==> config.mk <==
export PLATFORM = sky130hd
export DESIGN_NAME = dps_sequencer
export DESIGN_NICKNAME = d
export VERILOG_FILES = /design/src/rtl/dps_pkg.sv /design/src/rtl/dps_pll_seq.sv /design/src/rtl/dps_sequencer.sv
export SDC_FILE = /design/constraint.sdc
export NUM_CORES = 1
export LEC_CHECK = 0
export ABC_CLOCK_PERIOD_IN_PS = 5400
export BUFFER_PORTS_ARGS = -buffer_cell sky130_fd_sc_hd__buf_2
export CAP_MARGIN = 20
export CORE_ASPECT_RATIO = 0.75
export CORE_MARGIN = 2
export CORE_UTILIZATION = 60
export DETAILED_ROUTE_END_ITERATION = 6
export GPL_TIMING_DRIVEN = 0
export PLACE_DENSITY = 0.89
export SYNTH_ARGS = -nofsm -noshare
export SYNTH_HDL_FRONTEND = slang
export SYNTH_SLANG_ARGS = --single-unit
==> constraint.sdc <==
create_clock -name clock -period 5.4 [get_ports clock]
set_input_delay 0.27 -clock clock [delete_from_list [all_inputs] [get_ports clock]]
set_output_delay 0.27 -clock clock [all_outputs]
set_load 0.02 [all_outputs]
==> src/rtl/dps_pkg.sv <==
// Purpose: Constants and types for the dual PLL power-up sequencer
// Assumes: 125 MHz system clock, 10 MHz sequencing tick
// Notes: All sequencing counts are in 10 MHz oscillator cycles
package dps_pkg;
   // ************************************************************
   // Timing
   // ************************************************************
   localparam int CLK_MHZ = 125;
   localparam int OSC_MHZ = 10;
   localparam int CNT_W = 22;
   localparam int DIV_W = 8;
   localparam int CAL_MIN_US = 30;
   localparam int CAL_MAX_MS = 300;
   localparam int CAL_DEF_US = 300;
   localparam int VCO_MIN_US = 20;
   localparam int VCO_MAX_MS = 200;
   localparam int VCO_DEF_US = 400;
   localparam logic [CNT_W-1:0] CAL_MIN = CNT_W'(CAL_MIN_US * OSC_MHZ);
   localparam logic [CNT_W-1:0] CAL_MAX =
      CNT_W'(CAL_MAX_MS * 1000 * OSC_MHZ);
   localparam logic [CNT_W-1:0] CAL_DEF = CNT_W'(CAL_DEF_US * OSC_MHZ);
   localparam logic [CNT_W-1:0] VCO_MIN = CNT_W'(VCO_MIN_US * OSC_MHZ);
   localparam logic [CNT_W-1:0] VCO_MAX =
      CNT_W'(VCO_MAX_MS * 1000 * OSC_MHZ);
   localparam logic [CNT_W-1:0] VCO_DEF = CNT_W'(VCO_DEF_US * OSC_MHZ);
   localparam logic [DIV_W-1:0] DIV_STEP = DIV_W'(OSC_MHZ);
   localparam logic [DIV_W-1:0] DIV_MOD = DIV_W'(CLK_MHZ);
   // ************************************************************
   // Register map
   // ************************************************************
   localparam logic [4:0] A_CTRL = 5'h00;
   localparam logic [4:0] A_CAL1 = 5'h04;
   localparam logic [4:0] A_VCO1 = 5'h08;
   localparam logic [4:0] A_CAL2 = 5'h0c;
   localparam logic [4:0] A_VCO2 = 5'h10;
   localparam logic [4:0] A_STAT = 5'h14;
   localparam logic [4:0] A_IRQS = 5'h18;
   localparam logic [4:0] A_IRQM = 5'h1c;
   localparam int B_ORDER = 0;
   localparam int B_SRST = 7;
   localparam int B_RT0 = 8;
   localparam int B_RT1 = 10;
   localparam logic [1:0] RT_LOL1 = 2'h1;
   localparam logic [1:0] RT_LOL2 = 2'h2;
   localparam logic [1:0] RT0_DEF = RT_LOL1;
   localparam logic [1:0] RT1_DEF = RT_LOL2;
   localparam int S_XO = 0;
   localparam int S_EN1 = 1;
   localparam int S_EN2 = 2;
   localparam int S_LOL1 = 3;
   localparam int S_LOL2 = 4;
   localparam int S_ST1 = 8;
   localparam int S_ST2 = 12;
   localparam int IRQ_W = 4;
   localparam int I_EN1 = 0;
   localparam int I_EN2 = 1;
   localparam int I_LK1 = 2;
   localparam int I_LK2 = 3;
   localparam logic [2:0] SZ_WORD = 3'h2;
   // ************************************************************
   // Types
   // ************************************************************
   typedef enum logic [2:0] {
      PS_IDLE, PS_CAL, PS_VCO, PS_LOCK, PS_DONE
   } dps_pll_state_e;
   typedef struct packed {
      logic [CNT_W-1:0] cal;
      logic [CNT_W-1:0] vco;
   } dps_pll_cfg_s;
   typedef struct packed {
      dps_pll_state_e state;
      logic out_en;
      logic loss_of_lock_flag;
   } dps_pll_stat_s;
endpackage

==> src/rtl/dps_pll_seq.sv <==
// Purpose: Calibration, VCO wait and lock tracking for one PLL
// Assumes: tick is a one-cycle 10 MHz enable
// Notes: clear restarts the PLL from idle
`timescale 1ns/1ps
`default_nettype none
module dps_pll_seq
   import dps_pkg::*;
(
   // Clock and reset
   input wire logic clock,
   input wire logic arst_n,
   // Sequencing control
   input wire logic clear,
   input wire logic tick,
   input wire logic start,
   input wire dps_pll_cfg_s cfg,
   // Loop feedback
   input wire logic locked,
   input wire logic pfd_tick,
   // Status
   output var dps_pll_stat_s stat
);
   typedef struct packed {
      dps_pll_state_e st;
      logic [CNT_W-1:0] cnt;
      logic en;
      logic loss_of_lock_flag;
      logic seen;
   } dps_seq_s;
   localparam dps_seq_s SEQ_RST =
      '{st: PS_IDLE, cnt: '0, en: 1'b0, loss_of_lock_flag: 1'b1, seen: 1'b0};
   dps_seq_s r;
   dps_seq_s next_r;

   // ************************************************************
   // Sequence
   // ************************************************************
   always_comb begin
      next_r = r;
      if (clear) begin
         next_r = SEQ_RST;
      end else begin
         unique case (r.st)
            PS_IDLE: begin
               if (start) begin
                  next_r.st = PS_CAL;
                  next_r.cnt = cfg.cal;
               end
            end
            PS_CAL: begin
               if (tick) begin
                  if (r.cnt <= CNT_W'(1)) begin
                     next_r.st = PS_VCO;
                     next_r.cnt = cfg.vco;
                  end else begin
                     next_r.cnt = r.cnt - CNT_W'(1);
                  end
               end
            end
            PS_VCO: begin
               if (tick) begin
                  if (r.cnt <= CNT_W'(1)) begin
                     next_r.st = PS_LOCK;
                     next_r.en = 1'b1;
                  end else begin
                     next_r.cnt = r.cnt - CNT_W'(1);
                  end
               end
            end
            PS_LOCK: begin
               // Lock must hold for two consecutive clocks, the second on a phase-detector tick
               next_r.seen = locked;
               if (r.seen && locked && pfd_tick) begin
                  next_r.loss_of_lock_flag = 1'b0;
                  next_r.st = PS_DONE;
               end
            end
            PS_DONE: begin
               if (!locked) begin
                  next_r.loss_of_lock_flag = 1'b1;
                  next_r.seen = 1'b0;
                  next_r.st = PS_LOCK;
               end
            end
            default: begin
               next_r = SEQ_RST;
            end
         endcase
      end
   end
   always_ff @(posedge clock or negedge arst_n) begin
      if (!arst_n) begin
         r <= SEQ_RST;
      end else begin
         r <= next_r;
      end
   end
   assign stat = '{state: r.st, out_en: r.en, loss_of_lock_flag: r.loss_of_lock_flag};
endmodule
`default_nettype wire

==> src/rtl/dps_sequencer.sv <==
// Purpose: Power-up sequencer for a dual PLL clock generator
// Assumes: 125 MHz clock, pins synchronous, AHB-Lite register bus
// Notes: Sequencing counts advance on a 10 MHz tick from a divider
//
// The AHB-Lite slave port and the register offsets are this design's own decisions.
`timescale 1ns/1ps
`default_nettype none

// Summary of operation
// - Hold reset until core and bank supplies good
// - Stall PLL start until crystal amplitude good
// - Run PLL1 calibration count, 30us to 300ms
// - Then run VCO1 wait count, 20us to 200ms
// - Enable PLL outputs right after VCO wait
// - Loss of lock drops at the first PFD tick after lock has held a clock
// - Run PLL2 calibration count, 30us to 300ms
// - Then run VCO2 wait count, 20us to 200ms
// - Order bit: PLL2 after PLL1, or parallel
// - Power-down low disables device and host port
// - Power-down rise reloads order bit from strap, other registers to defaults
// - After reset release, counters then calibration run
// - Soft reset bit repeats whole power-on reset
module dps_sequencer
   import dps_pkg::*;
(
   // Clock and reset
   input wire logic clock,
   input wire logic arst_n,
   // Power and configuration pins
   input wire logic power_down_n,
   input wire logic core_supply_ok,
   input wire logic first_output_bank_supply,
   input wire logic cfg_parallel_strap,
   // Crystal
   input wire logic xtal_used,
   input wire logic xtal_amp_ok,
   // PLL feedback
   input wire logic pll1_locked,
   input wire logic pll2_locked,
   input wire logic pfd1_tick,
   input wire logic pfd2_tick,
   // Clock path enables and pins
   output logic pll1_out_en,
   output logic pll2_out_en,
   output logic status_pin_zero,
   output logic status_pin_one,
   output logic host_if_en,
   output logic irq,
   // AHB-Lite slave
   input wire logic hsel,
   input wire logic [31:0] haddr,
   input wire logic [1:0] htrans,
   input wire logic hwrite,
   input wire logic [2:0] hsize,
   input wire logic [31:0] hwdata,
   input wire logic hready,
   output logic hreadyout,
   output logic [31:0] hrdata,
   output logic hresp
);
   // ************************************************************
   // State
   // ************************************************************
   typedef struct packed {
      logic pdn_s1;
      logic pdn_s2;
      logic sup_s1;
      logic sup_s2;
      logic por;
      logic xo_ok;
      logic tick;
      logic [DIV_W-1:0] acc;
      logic order;
      logic [1:0] rt0;
      logic [1:0] rt1;
      dps_pll_cfg_s c1;
      dps_pll_cfg_s c2;
      logic [IRQ_W-1:0] ist;
      logic [IRQ_W-1:0] imask;
      logic [1:0] en_q;
      logic [1:0] lol_q;
      logic a_wr;
      logic a_map;
      logic [2:0] a_idx;
      logic [31:0] rdata;
      logic s0;
      logic s1;
   } dps_top_s;
   localparam dps_top_s TOP_RST = '{
      por: 1'b1,
      rt0: RT0_DEF,
      rt1: RT1_DEF,
      c1: '{cal: CAL_DEF, vco: VCO_DEF},
      c2: '{cal: CAL_DEF, vco: VCO_DEF},
      lol_q: 2'h3,
      default: '0
   };
   dps_top_s r;
   dps_top_s next_r;
   dps_pll_stat_s st1;
   dps_pll_stat_s st2;
   logic start2;

   // ************************************************************
   // Helpers
   // ************************************************************
   function automatic logic [CNT_W-1:0] clamp(
      input logic [CNT_W-1:0] v,
      input logic [CNT_W-1:0] lo,
      input logic [CNT_W-1:0] hi
   );
      clamp = (v < lo) ? lo : (v > hi) ? hi : v;
   endfunction
   function automatic logic route(
      input logic [1:0] sel,
      input logic l1,
      input logic l2
   );
      route = (sel == RT_LOL1) ? l1 : (sel == RT_LOL2) ? l2 : 1'b0;
   endfunction
   // ************************************************************
   // Per-PLL sequencers
   // ************************************************************
   // Serial order waits for PLL1 lock to keep the VCOs apart
   assign start2 = r.xo_ok && (r.order || st1.state == PS_DONE);
   dps_pll_seq u_pll1 (
      .clock(clock),
      .arst_n(arst_n),
      .clear(r.por),
      .tick(r.tick),
      .start(r.xo_ok),
      .cfg(r.c1),
      .locked(pll1_locked),
      .pfd_tick(pfd1_tick),
      .stat(st1)
   );
   dps_pll_seq u_pll2 (
      .clock(clock),
      .arst_n(arst_n),
      .clear(r.por),
      .tick(r.tick),
      .start(start2),
      .cfg(r.c2),
      .locked(pll2_locked),
      .pfd_tick(pfd2_tick),
      .stat(st2)
   );
   // ************************************************************
   // Next state
   // ************************************************************
   always_comb begin
      logic [DIV_W-1:0] sum;
      logic [IRQ_W-1:0] ev;
      logic [IRQ_W-1:0] w1c;
      logic [31:0] rd;
      logic acc_a;
      sum = '0;
      ev = '0;
      w1c = '0;
      rd = '0;
      acc_a = 1'b0;
      next_r = r;
      // Two-flop synchronisers on the pin and supply monitors
      next_r.pdn_s1 = power_down_n;
      next_r.pdn_s2 = r.pdn_s1;
      next_r.sup_s1 = core_supply_ok & first_output_bank_supply;
      next_r.sup_s2 = r.sup_s1;
      // Fractional divider: 125 MHz to a 10 MHz tick
      sum = r.acc + DIV_STEP;
      next_r.tick = (sum >= DIV_MOD);
      next_r.acc = next_r.tick ? sum - DIV_MOD : sum;
      // Power-on reset
      next_r.por = !(r.pdn_s2 && r.sup_s2);
      // Crystal amplitude gate, sampled on the oscillator tick
      if (r.tick && !r.xo_ok) begin
         next_r.xo_ok = !xtal_used || xtal_amp_ok;
      end
      // Events
      ev[I_EN1] = st1.out_en & ~r.en_q[0];
      ev[I_EN2] = st2.out_en & ~r.en_q[1];
      ev[I_LK1] = r.lol_q[0] & ~st1.loss_of_lock_flag;
      ev[I_LK2] = r.lol_q[1] & ~st2.loss_of_lock_flag;
      next_r.en_q = {st2.out_en, st1.out_en};
      next_r.lol_q = {st2.loss_of_lock_flag, st1.loss_of_lock_flag};
      // Status pins
      next_r.s0 = route(r.rt0, st1.loss_of_lock_flag, st2.loss_of_lock_flag);
      next_r.s1 = route(r.rt1, st1.loss_of_lock_flag, st2.loss_of_lock_flag);
      // Bus address phase
      acc_a = hsel && htrans[1] && hready && hsize == SZ_WORD;
      next_r.a_wr = acc_a && hwrite;
      next_r.a_idx = haddr[4:2];
      next_r.a_map = (haddr[31:5] == 27'h0);
      if (acc_a && !hwrite) begin
         unique case (haddr[4:0])
            A_CTRL: begin
               rd[B_ORDER] = r.order;
               rd[B_RT0+:2] = r.rt0;
               rd[B_RT1+:2] = r.rt1;
            end
            A_CAL1: rd[CNT_W-1:0] = r.c1.cal;
            A_VCO1: rd[CNT_W-1:0] = r.c1.vco;
            A_CAL2: rd[CNT_W-1:0] = r.c2.cal;
            A_VCO2: rd[CNT_W-1:0] = r.c2.vco;
            A_STAT: begin
               rd[S_XO] = r.xo_ok;
               rd[S_EN1] = st1.out_en;
               rd[S_EN2] = st2.out_en;
               rd[S_LOL1] = st1.loss_of_lock_flag;
               rd[S_LOL2] = st2.loss_of_lock_flag;
               rd[S_ST1+:3] = st1.state;
               rd[S_ST2+:3] = st2.state;
            end
            A_IRQS: rd[IRQ_W-1:0] = r.ist;
            A_IRQM: rd[IRQ_W-1:0] = r.imask;
            default: rd = '0;
         endcase
         if (!next_r.a_map) begin
            rd = '0;
         end
         next_r.rdata = rd;
      end
      // Bus data phase writes
      if (r.a_wr && r.a_map) begin
         case ({r.a_idx, 2'b00})
            A_CTRL: begin
               next_r.order = hwdata[B_ORDER];
               next_r.rt0 = hwdata[B_RT0+:2];
               next_r.rt1 = hwdata[B_RT1+:2];
               if (hwdata[B_SRST]) begin
                  next_r.por = 1'b1;
               end
            end
            A_CAL1: begin
               next_r.c1.cal = clamp(hwdata[CNT_W-1:0],
                  CAL_MIN, CAL_MAX);
            end
            A_VCO1: begin
               next_r.c1.vco = clamp(hwdata[CNT_W-1:0],
                  VCO_MIN, VCO_MAX);
            end
            A_CAL2: begin
               next_r.c2.cal = clamp(hwdata[CNT_W-1:0],
                  CAL_MIN, CAL_MAX);
            end
            A_VCO2: begin
               next_r.c2.vco = clamp(hwdata[CNT_W-1:0],
                  VCO_MIN, VCO_MAX);
            end
            A_IRQS: w1c = hwdata[IRQ_W-1:0];
            A_IRQM: next_r.imask = hwdata[IRQ_W-1:0];
            default: begin
            end
         endcase
      end
      // A new event beats a clear in the same cycle
      next_r.ist = (r.ist & ~w1c) | ev;
      // Held reset: crystal gate, control, count and interrupt registers back to initial state, order from strap
      if (r.por) begin
         next_r.xo_ok = 1'b0;
         next_r.order = cfg_parallel_strap;
         next_r.rt0 = RT0_DEF;
         next_r.rt1 = RT1_DEF;
         next_r.c1 = TOP_RST.c1;
         next_r.c2 = TOP_RST.c2;
         next_r.ist = '0;
         next_r.imask = '0;
         next_r.a_wr = 1'b0;
      end
   end
   always_ff @(posedge clock or negedge arst_n) begin
      if (!arst_n) begin
         r <= TOP_RST;
      end else begin
         r <= next_r;
      end
   end
   // ************************************************************
   // Outputs
   // ************************************************************
   assign pll1_out_en = st1.out_en;
   assign pll2_out_en = st2.out_en;
   assign status_pin_zero = r.s0;
   assign status_pin_one = r.s1;
   // Host port is off for the whole reset; reads then see defaults
   assign host_if_en = !r.por;
   assign irq = |(r.ist & r.imask);
   assign hreadyout = 1'b1;
   assign hrdata = r.rdata;
   assign hresp = 1'b0;
endmodule
`default_nettype wire

==> impl_table.tex, run 1 <==
\begin{tabular}{lr}
\hline
Metric & Value \\
\hline
\multicolumn{2}{l}{\textbf{Run status}} \\
Result of the run & finished, violations left \\
Violated checks & design-rule violations \\
\multicolumn{2}{l}{\textbf{Clocking}} \\
H-tree levels & 1 \\
Number of buffers created by CTS & 21 \\
Post-cts repair resize count & 0 \\
Maximum number of buffers from clock root to sink & 3 \\
Root cell of the clock tree & sky130\_fd\_sc\_hd\_\_clkbuf\_16 \\
TritonCTS clock tree & yes \\
Clk pin slew, worst setup/hold paths & 70 ps \\
CTS Sinks & about 200 \\
Skew-Pair Late Insertion Delay & 530 ps \\
\multicolumn{2}{l}{\textbf{Timing}} \\
Final worst-path setup slack & 1543 ps \\
TNS Setup & 0 ps \\
Final slew viol count & 0 \\
Highest clock rate & around 0.26 GHz \\
Hold Slack & roughly 8.9 ps \\
Clock period minus worst slack & 3857 ps \\
Max-slew headroom & 0.1580 \\
Final-report hold violation count & 0 \\
Finish-stage setup viols & 0 \\
Clk\_skew & 19.99 ps \\
Final period util & 0.7143 \\
Setup repair after global routing missed its margin & no \\
Worst Max-Slew Pin Slew & roughly 1300 ps \\
\multicolumn{2}{l}{\textbf{Synthesis}} \\
Most frequent cells after synthesis & sky130\_fd\_sc\_hd\_\_dfrtp\_1 (172), sky130\_fd\_sc\_hd\_\_nand2\_1 (157), sky130\_fd\_sc\_hd\_\_o21ai\_0 (109) \\
Share of synthesized registers carrying an async set or reset & 1.000 \\
Post-synthesis sequential element count & around 200 \\
Count of flip-flops with a built-in enable after synthesis & 0 \\
Synth top area share & 0.3577 \\
Syn Inst Count & around 1300 \\
Most common cell in the synthesized netlist & sky130\_fd\_sc\_hd\_\_dfrtp\_1 \\
Synth Warn \# & 0 \\
Number of library cell types mapped by synthesis & 79 \\
Library cell with the largest summed area after synthesis & sky130\_fd\_sc\_hd\_\_dfrtp\_1 \\
Cell area after technology mapping & about 12000 µm² \\
Mean instance size in the synthesized netlist & 9.048 µm² \\
Fraction of the yosys area taken by sequential cells & 0.4297 \\
Most used flip-flop cell after synthesis & sky130\_fd\_sc\_hd\_\_dfrtp\_1 \\
Synth area leaders & sky130\_fd\_sc\_hd\_\_dfrtp\_1 (36\%), sky130\_fd\_sc\_hd\_\_dfstp\_2 (7.2\%), sky130\_fd\_sc\_hd\_\_nand2\_1 (4.9\%) \\
\multicolumn{2}{l}{\textbf{Critical path}} \\
Data arrival time of the critical path & 4260 ps \\
Type of the worst setup path & reg2reg \\
Slowest-stage cell, CP & sky130\_fd\_sc\_hd\_\_nor4\_1 \\
Buffering stage count on the worst path with inverters included & 0 \\
Cell-by-cell trace of the critical path & or4\_1 > nor4\_1 > nand2\_1 > o221ai\_1 > o21bai\_1 > a22o\_1 \\
Maximum cell stage delay along the critical path & between 900 and 1000 ps \\
Endpoint kind of the worst setup timing path & flop \\
FF-to-FF Start & u\_pll1.r[22]\$\_DFFE\_PN0P\_ \\
Data required time at the worst endpoint & 5800 ps \\
Gate family responsible for the most delay along the worst path & simple AND/OR/NAND/NOR gates \\
FF-to-FF setup slack & 1540 ps \\
Nature of the critical path startpoint & flop \\
RR Endpoint & u\_pll1.r[5]\$\_DFFE\_PN0P\_ \\
Maximum fanout along the worst path & 7 \\
Worst-case reg-to-reg path depth & 6 \\
\multicolumn{2}{l}{\textbf{Cells and area}} \\
Final standard cell area without fillers & roughly 14000 µm² \\
Post-layout net count & around 1600 \\
Layout filler cell count & $\sim$1500 \\
Share of final-layout standard cells stronger than drive strength 1 & 0.1694 \\
Area added between synthesis and finish & 13.79\% \\
Post-Route Utilization & 0.7026 \\
Number of non-filler instances in the completed layout & approximately 1700 \\
Antenna fix cells & 0 \\
\multicolumn{2}{l}{\textbf{GRT}} \\
Pin count of the biggest net entering global routing & approximately 110 \\
Leftover overflow at the end of global routing & 0 \\
GRT Resource Usage Total & 0.4119 \\
Vias in the first global route & roughly 12000 \\
Number of antenna violations at the first check in global routing & 0 \\
First-pass GRT wire length & around 67000 µm \\
\multicolumn{2}{l}{\textbf{Placed design}} \\
Worst setup timing slack at the placement stage & 1789 ps \\
Post-Place Cell Area & 12920 µm² \\
Final HPWL DP & between 30000 and 40000 µm \\
Gp weighted congestion & 1.035 \\
Placed instance count & around 1700 \\
Count of input and output buffers & a little under 100 \\
\multicolumn{2}{l}{\textbf{Routing}} \\
Iteration-0 DRC Markers & $\sim$2200 \\
Vias post-DR & 12490 \\
Aggregate routed wire length & 44210 µm \\
Count of unresolved DRC violations after routing & 25 \\
Wire length per cell & 25.39 µm \\
Vias per Instance & just over 7 \\
Number of nets still failing antenna checks after routing & 0 \\
DR pass1 iterations & 7 \\
\multicolumn{2}{l}{\textbf{Die}} \\
Die area & about 21000 µm² \\
Starting density of the core & 0.6175 \\
Floorplan die height & approximately 130 µm \\
Die W & around 170 µm \\
Floorplan Core Area & 19490 µm² \\
Number of top-level pins & 124 \\
Site row count & between 40 and 50 \\
\multicolumn{2}{l}{\textbf{Min path}} \\
Worst-case hold path end point & r[38]\$\_DFF\_PN0\_ \\
Cell count of the worst hold path & 3 \\
Hold path startpoint & htrans[1] \\
Path type of the worst min-delay path & in2reg \\
\multicolumn{2}{l}{\textbf{Power and ir drop}} \\
Part of the power in combinational logic & 0.117 \\
Largest voltage drop on the vdd net & $\sim$0.3 mV \\
Internal power & around 2.5 mW \\
Post-route total power & between 3 and 4 mW \\
Leak pwr & a little over 6 nW \\
Clock share of power & 0.433 \\
Switching power & $\sim$0.94 mW \\
Power density normalized to cell area & 252.0 nW/µm² \\
Fraction of power spent switching nets & 0.2717 \\
Sequential fraction of design power & 0.450 \\
\multicolumn{2}{l}{\textbf{Flow run}} \\
Total of max-cap violations & 0 \\
\hline
\end{tabular}
-- cells by family after synthesis --
family / after synthesis / synth area share
AOI/OAI and AO/OA: 409 / 0.2434
xor gates and xnor gates: 26 / 0.01892
adders and majority gates: 9 / 0.009358
buffers and inverters: 147 / 0.05999
DFF: 205 / 0.4297
muxes: 46 / 0.04159
other: 2 / 0.0006241
and+or+nand+nor: 486 / 0.1964
-- final cells by class --
class | count | area (µm²) | share of cell area
multi-input cells | 988 | 6183 | 0.4516
flip-flops and latches | 205 | 5171 | 0.3777
plain buffers | 127 | 646.9 | 0.04724
repair buffers | 110 | 623.1 | 0.04550
clock buffers | 28 | 561.8 | 0.04103
well taps | 253 | 316.6 | 0.02312
clock inverters | 10 | 115.1 | 0.008406
inverters | 20 | 75.07 | 0.005482
-- worst register-to-register path: stages (launching register included) --
cell and delay (ps):
sky130_fd_sc_hd__dfrtp_1 450, sky130_fd_sc_hd__or4_1 670, sky130_fd_sc_hd__nor4_1 940, sky130_fd_sc_hd__nand2_1 530, sky130_fd_sc_hd__o221ai_1 830, sky130_fd_sc_hd__o21bai_1 120
sky130_fd_sc_hd__a22o_1 210
-- repair_timing --
item                                    in CTS  in global routing
hold buffers                                 8                  0
buffers inserted                             0                  0
endpoints found under the setup margin       0                  0
endpoints found under the hold margin      100                  0
-- worst max-delay path by stage --
stage,start,cells past startpoint,endpoint
6_report,u_pll1.r[22]$_DFFE_PN0P_,6,u_pll1.r[5]$_DFFE_PN0P_
5_1_grt,u_pll1.r[22]$_DFFE_PN0P_,6,u_pll1.r[5]$_DFFE_PN0P_
4_1_cts,u_pll1.r[22]$_DFFE_PN0P_,6,u_pll1.r[5]$_DFFE_PN0P_
3_5_place_dp,u_pll1.r[22]$_DFFE_PN0P_,6,u_pll1.r[5]$_DFFE_PN0P_
3_3_place_gp,arst_n,1,u_pll1.stat[2]$_DFFE_PN0P_
2_1_floorplan,u_pll2.r[18]$_DFFE_PN0P_,8,u_pll2.r[6]$_DFFE_PN0P_
-- layer usage --
metal / track usage / wire, µm / part of all wire
met4: 0.1212 / 1521 / 0.034
met5: 0 / 0 / 0
met2: 0.5782 / 17860 / 0.40
met1: 0.6038 / 17700 / 0.40
met3: 0.1423 / 7133 / 0.16
-- cell usage in the layout, fill, tap and decap left out, drive strengths merged, types with 33 or more instances in the layout --
cell type    n
dfrtp      172
nand2      157
buf        150
o21ai      111
clkbuf     107
nor2       104
a22o        55
a21oi       53
nor3        52
nand3       36
dfstp       33
-- power groups by stage --
| stage | Combinational (mW) | Sequential (mW) | Clock (mW) |
|---|---|---|---|
| CTS | 0.386 | 1.55 | 1.48 |
| floorplan | 0.223 | 1.58 | 0 |
| detailed placement | 0.380 | 1.58 | 0 |
| finish | 0.404 | 1.55 | 1.49 |
| global route | 0.427 | 1.55 | 1.55 |
| global placement | 0.371 | 1.58 | 0 |
-- registers in the layout, indices dropped and copies added, names as in the netlist --
name             flops
hrdata              22
status_pin_one       1
u_pll1.r            23
r                  123
u_pll1.stat          5
status_pin_zero      1
next_r               2
u_pll2.r            23
u_pll2.stat          5
(Power assumes the default switching activity.)
==> inputs of run 2 (changes only) <==
--- a/config.mk
+++ b/config.mk
@@ -5,7 +5,8 @@
 export SDC_FILE = /design/constraint.sdc
 export NUM_CORES = 1
 export LEC_CHECK = 0
-export ABC_CLOCK_PERIOD_IN_PS = 5400
+export ABC_AREA = 1
+export ABC_CLOCK_PERIOD_IN_PS = 3900
 export BUFFER_PORTS_ARGS = -buffer_cell sky130_fd_sc_hd__buf_2
 export CAP_MARGIN = 20
 export CORE_ASPECT_RATIO = 0.75
==> constraint.sdc (replaced) <==
create_clock -name clock -period 3.9 [get_ports clock]
set_input_delay 0.195 -clock clock [delete_from_list [all_inputs] [get_ports clock]]
set_output_delay 0.195 -clock clock [all_outputs]
set_load 0.02 [all_outputs]
==> run 2 against run 1 <==
Effect of this change:
- the run still ends with design-rule violations left
- die area up 2.9%
- critical path depth down 1
- area after synthesis up 2.9%
- register-to-register slack worse by 280 ps
- via count up 3.9%
- sequential share of layout area down 1.3 points
==> impl_table.tex, run 2 <==
\begin{tabular}{lr}
\hline
Metric & Value \\
\hline
\multicolumn{2}{l}{\textbf{Timing}} \\
Final slew viol count & 0 \\
Setup repair after global routing missed its margin & no \\
Hold Slack & around 7.7 ps \\
Max-slew headroom & 0.3415 \\
Final-report hold violation count & 0 \\
Clock period minus worst slack & about 2800 ps \\
Highest clock rate & 0.3611 GHz \\
Final period util & 0.7100 \\
Worst Max-Slew Pin Slew & a little under 1000 ps \\
Clk\_skew & roughly 14 ps \\
Finish-stage setup viols & 0 \\
\multicolumn{2}{l}{\textbf{Synthesis}} \\
Library cell with the largest summed area after synthesis & sky130\_fd\_sc\_hd\_\_dfrtp\_1 \\
Share of synthesized registers carrying an async set or reset & 1.000 \\
Most used flip-flop cell after synthesis & sky130\_fd\_sc\_hd\_\_dfrtp\_1 \\
Most common cell in the synthesized netlist & sky130\_fd\_sc\_hd\_\_nand2\_1 \\
Cell area after technology mapping & between 10000 and 15000 µm² \\
Count of flip-flops with a built-in enable after synthesis & 0 \\
Fraction of the yosys area taken by sequential cells & 0.4174 \\
Number of library cell types mapped by synthesis & 45 \\
Synth top area share & 0.3474 \\
Most frequent cells after synthesis & sky130\_fd\_sc\_hd\_\_nand2\_1 (659), sky130\_fd\_sc\_hd\_\_dfrtp\_1 (172), sky130\_fd\_sc\_hd\_\_inv\_1 (170) \\
Mean instance size in the synthesized netlist & 6.971 µm² \\
Synth Warn \# & 0 \\
Syn Inst Count & around 1800 \\
Post-synthesis sequential element count & roughly 200 \\
Synth area leaders & sky130\_fd\_sc\_hd\_\_dfrtp\_1 (35\%), sky130\_fd\_sc\_hd\_\_nand2\_1 (20\%), sky130\_fd\_sc\_hd\_\_dfstp\_2 (7.0\%) \\
\multicolumn{2}{l}{\textbf{Min path}} \\
Path type of the worst min-delay path & in2reg \\
\multicolumn{2}{l}{\textbf{Power and ir drop}} \\
Clock share of power & 0.408 \\
Leak pwr & roughly 7.5 nW \\
Part of the power in combinational logic & 0.195 \\
Internal power & between 3 and 4 mW \\
Power density normalized to cell area & approximately 400 nW/µm² \\
Sequential fraction of design power & 0.397 \\
Switching power & between 1.5 and 2 mW \\
Fraction of power spent switching nets & 0.3058 \\
Largest voltage drop on the vdd net & 0.3275 mV \\
\multicolumn{2}{l}{\textbf{GRT}} \\
Pin count of the biggest net entering global routing & around 120 \\
Number of antenna violations at the first check in global routing & 2 \\
GRT Resource Usage Total & 0.3807 \\
First-pass GRT wire length & roughly 63000 µm \\
Vias in the first global route & 11780 \\
Leftover overflow at the end of global routing & 0 \\
\multicolumn{2}{l}{\textbf{Die}} \\
Starting density of the core & 0.6112 \\
Floorplan die height & 128.4 µm \\
Die area & between 20000 and 25000 µm² \\
Floorplan Core Area & about 20000 µm² \\
Site row count & between 40 and 50 \\
Number of top-level pins & roughly 120 \\
Die W & 169.9 µm \\
\multicolumn{2}{l}{\textbf{Clocking}} \\
Setup bufs post-CTS & 0 \\
Maximum number of buffers from clock root to sink & 3 \\
CTS Sinks & 205 \\
Root cell of the clock tree & sky130\_fd\_sc\_hd\_\_clkbuf\_16 \\
Post-cts repair resize count & 0 \\
H-tree levels & 1 \\
Number of buffers created by CTS & 23 \\
\# hold bufs at CTS & 11 \\
Skew-Pair Late Insertion Delay & 520 ps \\
Clk pin slew, worst setup/hold paths & approximately 60 ps \\
TritonCTS clock tree & yes \\
\multicolumn{2}{l}{\textbf{Cells and area}} \\
Biggest registers after layout & r: 123 flops, u\_pll1.r: 23 flops, u\_pll2.r: 23 flops \\
Commonest non-fill, non-tap cell in the layout & sky130\_fd\_sc\_hd\_\_nand2\_1 \\
Register with the highest flop count & r \\
Multi-input gate area in the final layout & 6041 µm² \\
Share of final-layout standard cells stronger than drive strength 1 & 0.1381 \\
Layout filler cell count & between 1500 and 2000 \\
Post-layout net count & approximately 2000 \\
Most frequent cells in the layout & sky130\_fd\_sc\_hd\_\_nand2\_1 (659), sky130\_fd\_sc\_hd\_\_dfrtp\_1 (172), sky130\_fd\_sc\_hd\_\_inv\_1 (170), sky130\_fd\_sc\_hd\_\_nand3\_1 (147), sky130\_fd\_sc\_hd\_\_nor2\_1 (145) \\
Largest register FFs & between 100 and 150 \\
Register cell area after layout & just over 5000 µm² \\
Post-Route Utilization & 0.7003 \\
Area added between synthesis and finish & 14.58\% \\
\multicolumn{2}{l}{\textbf{Routing}} \\
Number of nets still failing antenna checks after routing & 0 \\
Vias per Instance & $\sim$5.9 \\
DRT met1 WL & approximately 18000 µm \\
Met2 WL & roughly 17000 µm \\
Highest routed layer & met4 \\
Vias post-DR & 12970 \\
Met3 routed wirelength & about 5400 µm \\
Count of unresolved DRC violations after routing & 5 \\
DR pass1 iterations & 7 \\
Aggregate routed wire length & about 41000 µm \\
Wire length per cell & around 19 µm \\
Iteration-0 DRC Markers & approximately 1900 \\
\multicolumn{2}{l}{\textbf{Critical path}} \\
Nature of the critical path startpoint & flop \\
Maximum fanout along the worst path & 10 \\
Type of the worst setup path & reg2out \\
Endpoint kind of the worst setup timing path & output port \\
Data arrival time of the critical path & $\sim$2600 ps \\
Data required time at the worst endpoint & between 3000 and 4000 ps \\
\multicolumn{2}{l}{\textbf{Placed design}} \\
Count of input and output buffers & 100 \\
Final HPWL DP & around 32000 µm \\
Gp weighted congestion & 1.079 \\
\multicolumn{2}{l}{\textbf{Flow run}} \\
Total of max-cap violations & 0 \\
\multicolumn{2}{l}{\textbf{Run status}} \\
Violated checks & design-rule violations \\
Result of the run & finished, violations left \\
\hline
\end{tabular}
-- run 2: changes by cell type in the layout (fill, tap and decap cells not counted), moves of 15 or more --
cell / change
sky130_fd_sc_hd__nor3_1: -42
sky130_fd_sc_hd__inv_1: +150
sky130_fd_sc_hd__nand2_1: +502
sky130_fd_sc_hd__a22oi_1: -18
sky130_fd_sc_hd__nand3_1: +111
sky130_fd_sc_hd__nor4_1: -24
sky130_fd_sc_hd__a222oi_1: -20
sky130_fd_sc_hd__nor2_1: +41
sky130_fd_sc_hd__o21ai_0: +24
sky130_fd_sc_hd__clkbuf_1: -43
sky130_fd_sc_hd__a22o_1: -53
sky130_fd_sc_hd__xor2_1: +15
sky130_fd_sc_hd__mux2i_1: -29
sky130_fd_sc_hd__a221o_1: -17
-- run 2: cell families (layout without fill, tap and decap cells) --
| logic type | Yosys count | count (layout) | share of synthesized area |
|---|---|---|---|
| simple gates | 1031 | 1031 | 0.3471 |
| buf+inv | 270 | 423 | 0.09797 |
| flops | 205 | 205 | 0.4174 |
| xor+xnor | 37 | 37 | 0.02616 |
| other cells | 2 | 14 | 0.0006062 |
| compound gates | 223 | 223 | 0.1016 |
| fa+ha+maj | 9 | 9 | 0.009090 |
-- run 2: path summary, 6_finish.rpt --
kind / from / end / slack, ps / depth (start not counted)
worst max register to register: r[154]$_DFF_PN1_ / r[119]$_DFFE_PN0P_ / 1260 / 6
worst min register to register: next_r[155]$_DFF_PN0_ / r[155]$_DFF_PN0_ / 340 / 0
min in group asynchronous: arst_n / u_pll2.r[20]$_DFFE_PN0P_ / 250 / 2
max in group asynchronous: arst_n / u_pll1.r[4]$_DFFE_PN0P_ / 2580 / 3
worst max-delay path: r[154]$_DFF_PN1_ / host_if_en / 1130 / 5
worst min-delay path: cfg_parallel_strap / r[143]$_DFFE_PN0P_ / 8 / 3
-- run 2: cell type report --
class,instances,share of cell area
clock buffers,37,0.04918
diodes,2,0.0003526
multi-input cells,1312,0.4256
well taps,258,0.02274
flip-flops and latches,205,0.3643
repair buffers,112,0.04566
inverters,178,0.04707
plain buffers,92,0.03843
clock inverters,4,0.006699
-- run 2: critical path, stage by stage (launching register included) --
cell and delay, ps:
sky130_fd_sc_hd__dfstp_2 350, sky130_fd_sc_hd__buf_2 180, sky130_fd_sc_hd__inv_2 190, sky130_fd_sc_hd__clkbuf_1 470, sky130_fd_sc_hd__clkbuf_1 580, sky130_fd_sc_hd__buf_2 290
-- run 2: per-layer routing --
| metal | up-vias | GRT usage |
|---|---|---|
| li1 | 5910 | - |
| met1 | 6106 | 0.5687 |
| met2 | 830 | 0.5469 |
| met3 | 122 | 0.08674 |
| met4 | 0 | 0.1297 |
| met5 | - | 0 |
-- run 2: per-stage QoR --
| stage | cells | setup TNS [ps] | power (mW) | setup slack (ps) | instance area (µm²) |
|---|---|---|---|---|---|
| finish | 2200 | 0 | 5.698 | 1131 | 14190 |
| global route | 2200 | 0 | 5.891 | 1104 | 14190 |
| CTS | 2198 | 0 | 5.643 | 1182 | 14190 |
| detailed placement | 2146 | 0 | 3.349 | 1440 | 13290 |
| global placement | 2145 | -133220 | 3.314 | -801.2 | 13250 |
| floorplan | 1787 | 0 | 2.997 | 2063 | 12430 |
-- run 2: power by group through the flow --
stage          combinational [mW]  clock (mW)  sequential (mW)
6_report                     1.11        2.33             2.26
2_1_floorplan               0.714           0             2.28
3_5_place_dp                 1.05           0             2.29
3_3_place_gp                 1.02           0             2.29
5_1_grt                      1.22        2.40             2.27
4_1_cts                      1.07        2.31             2.26
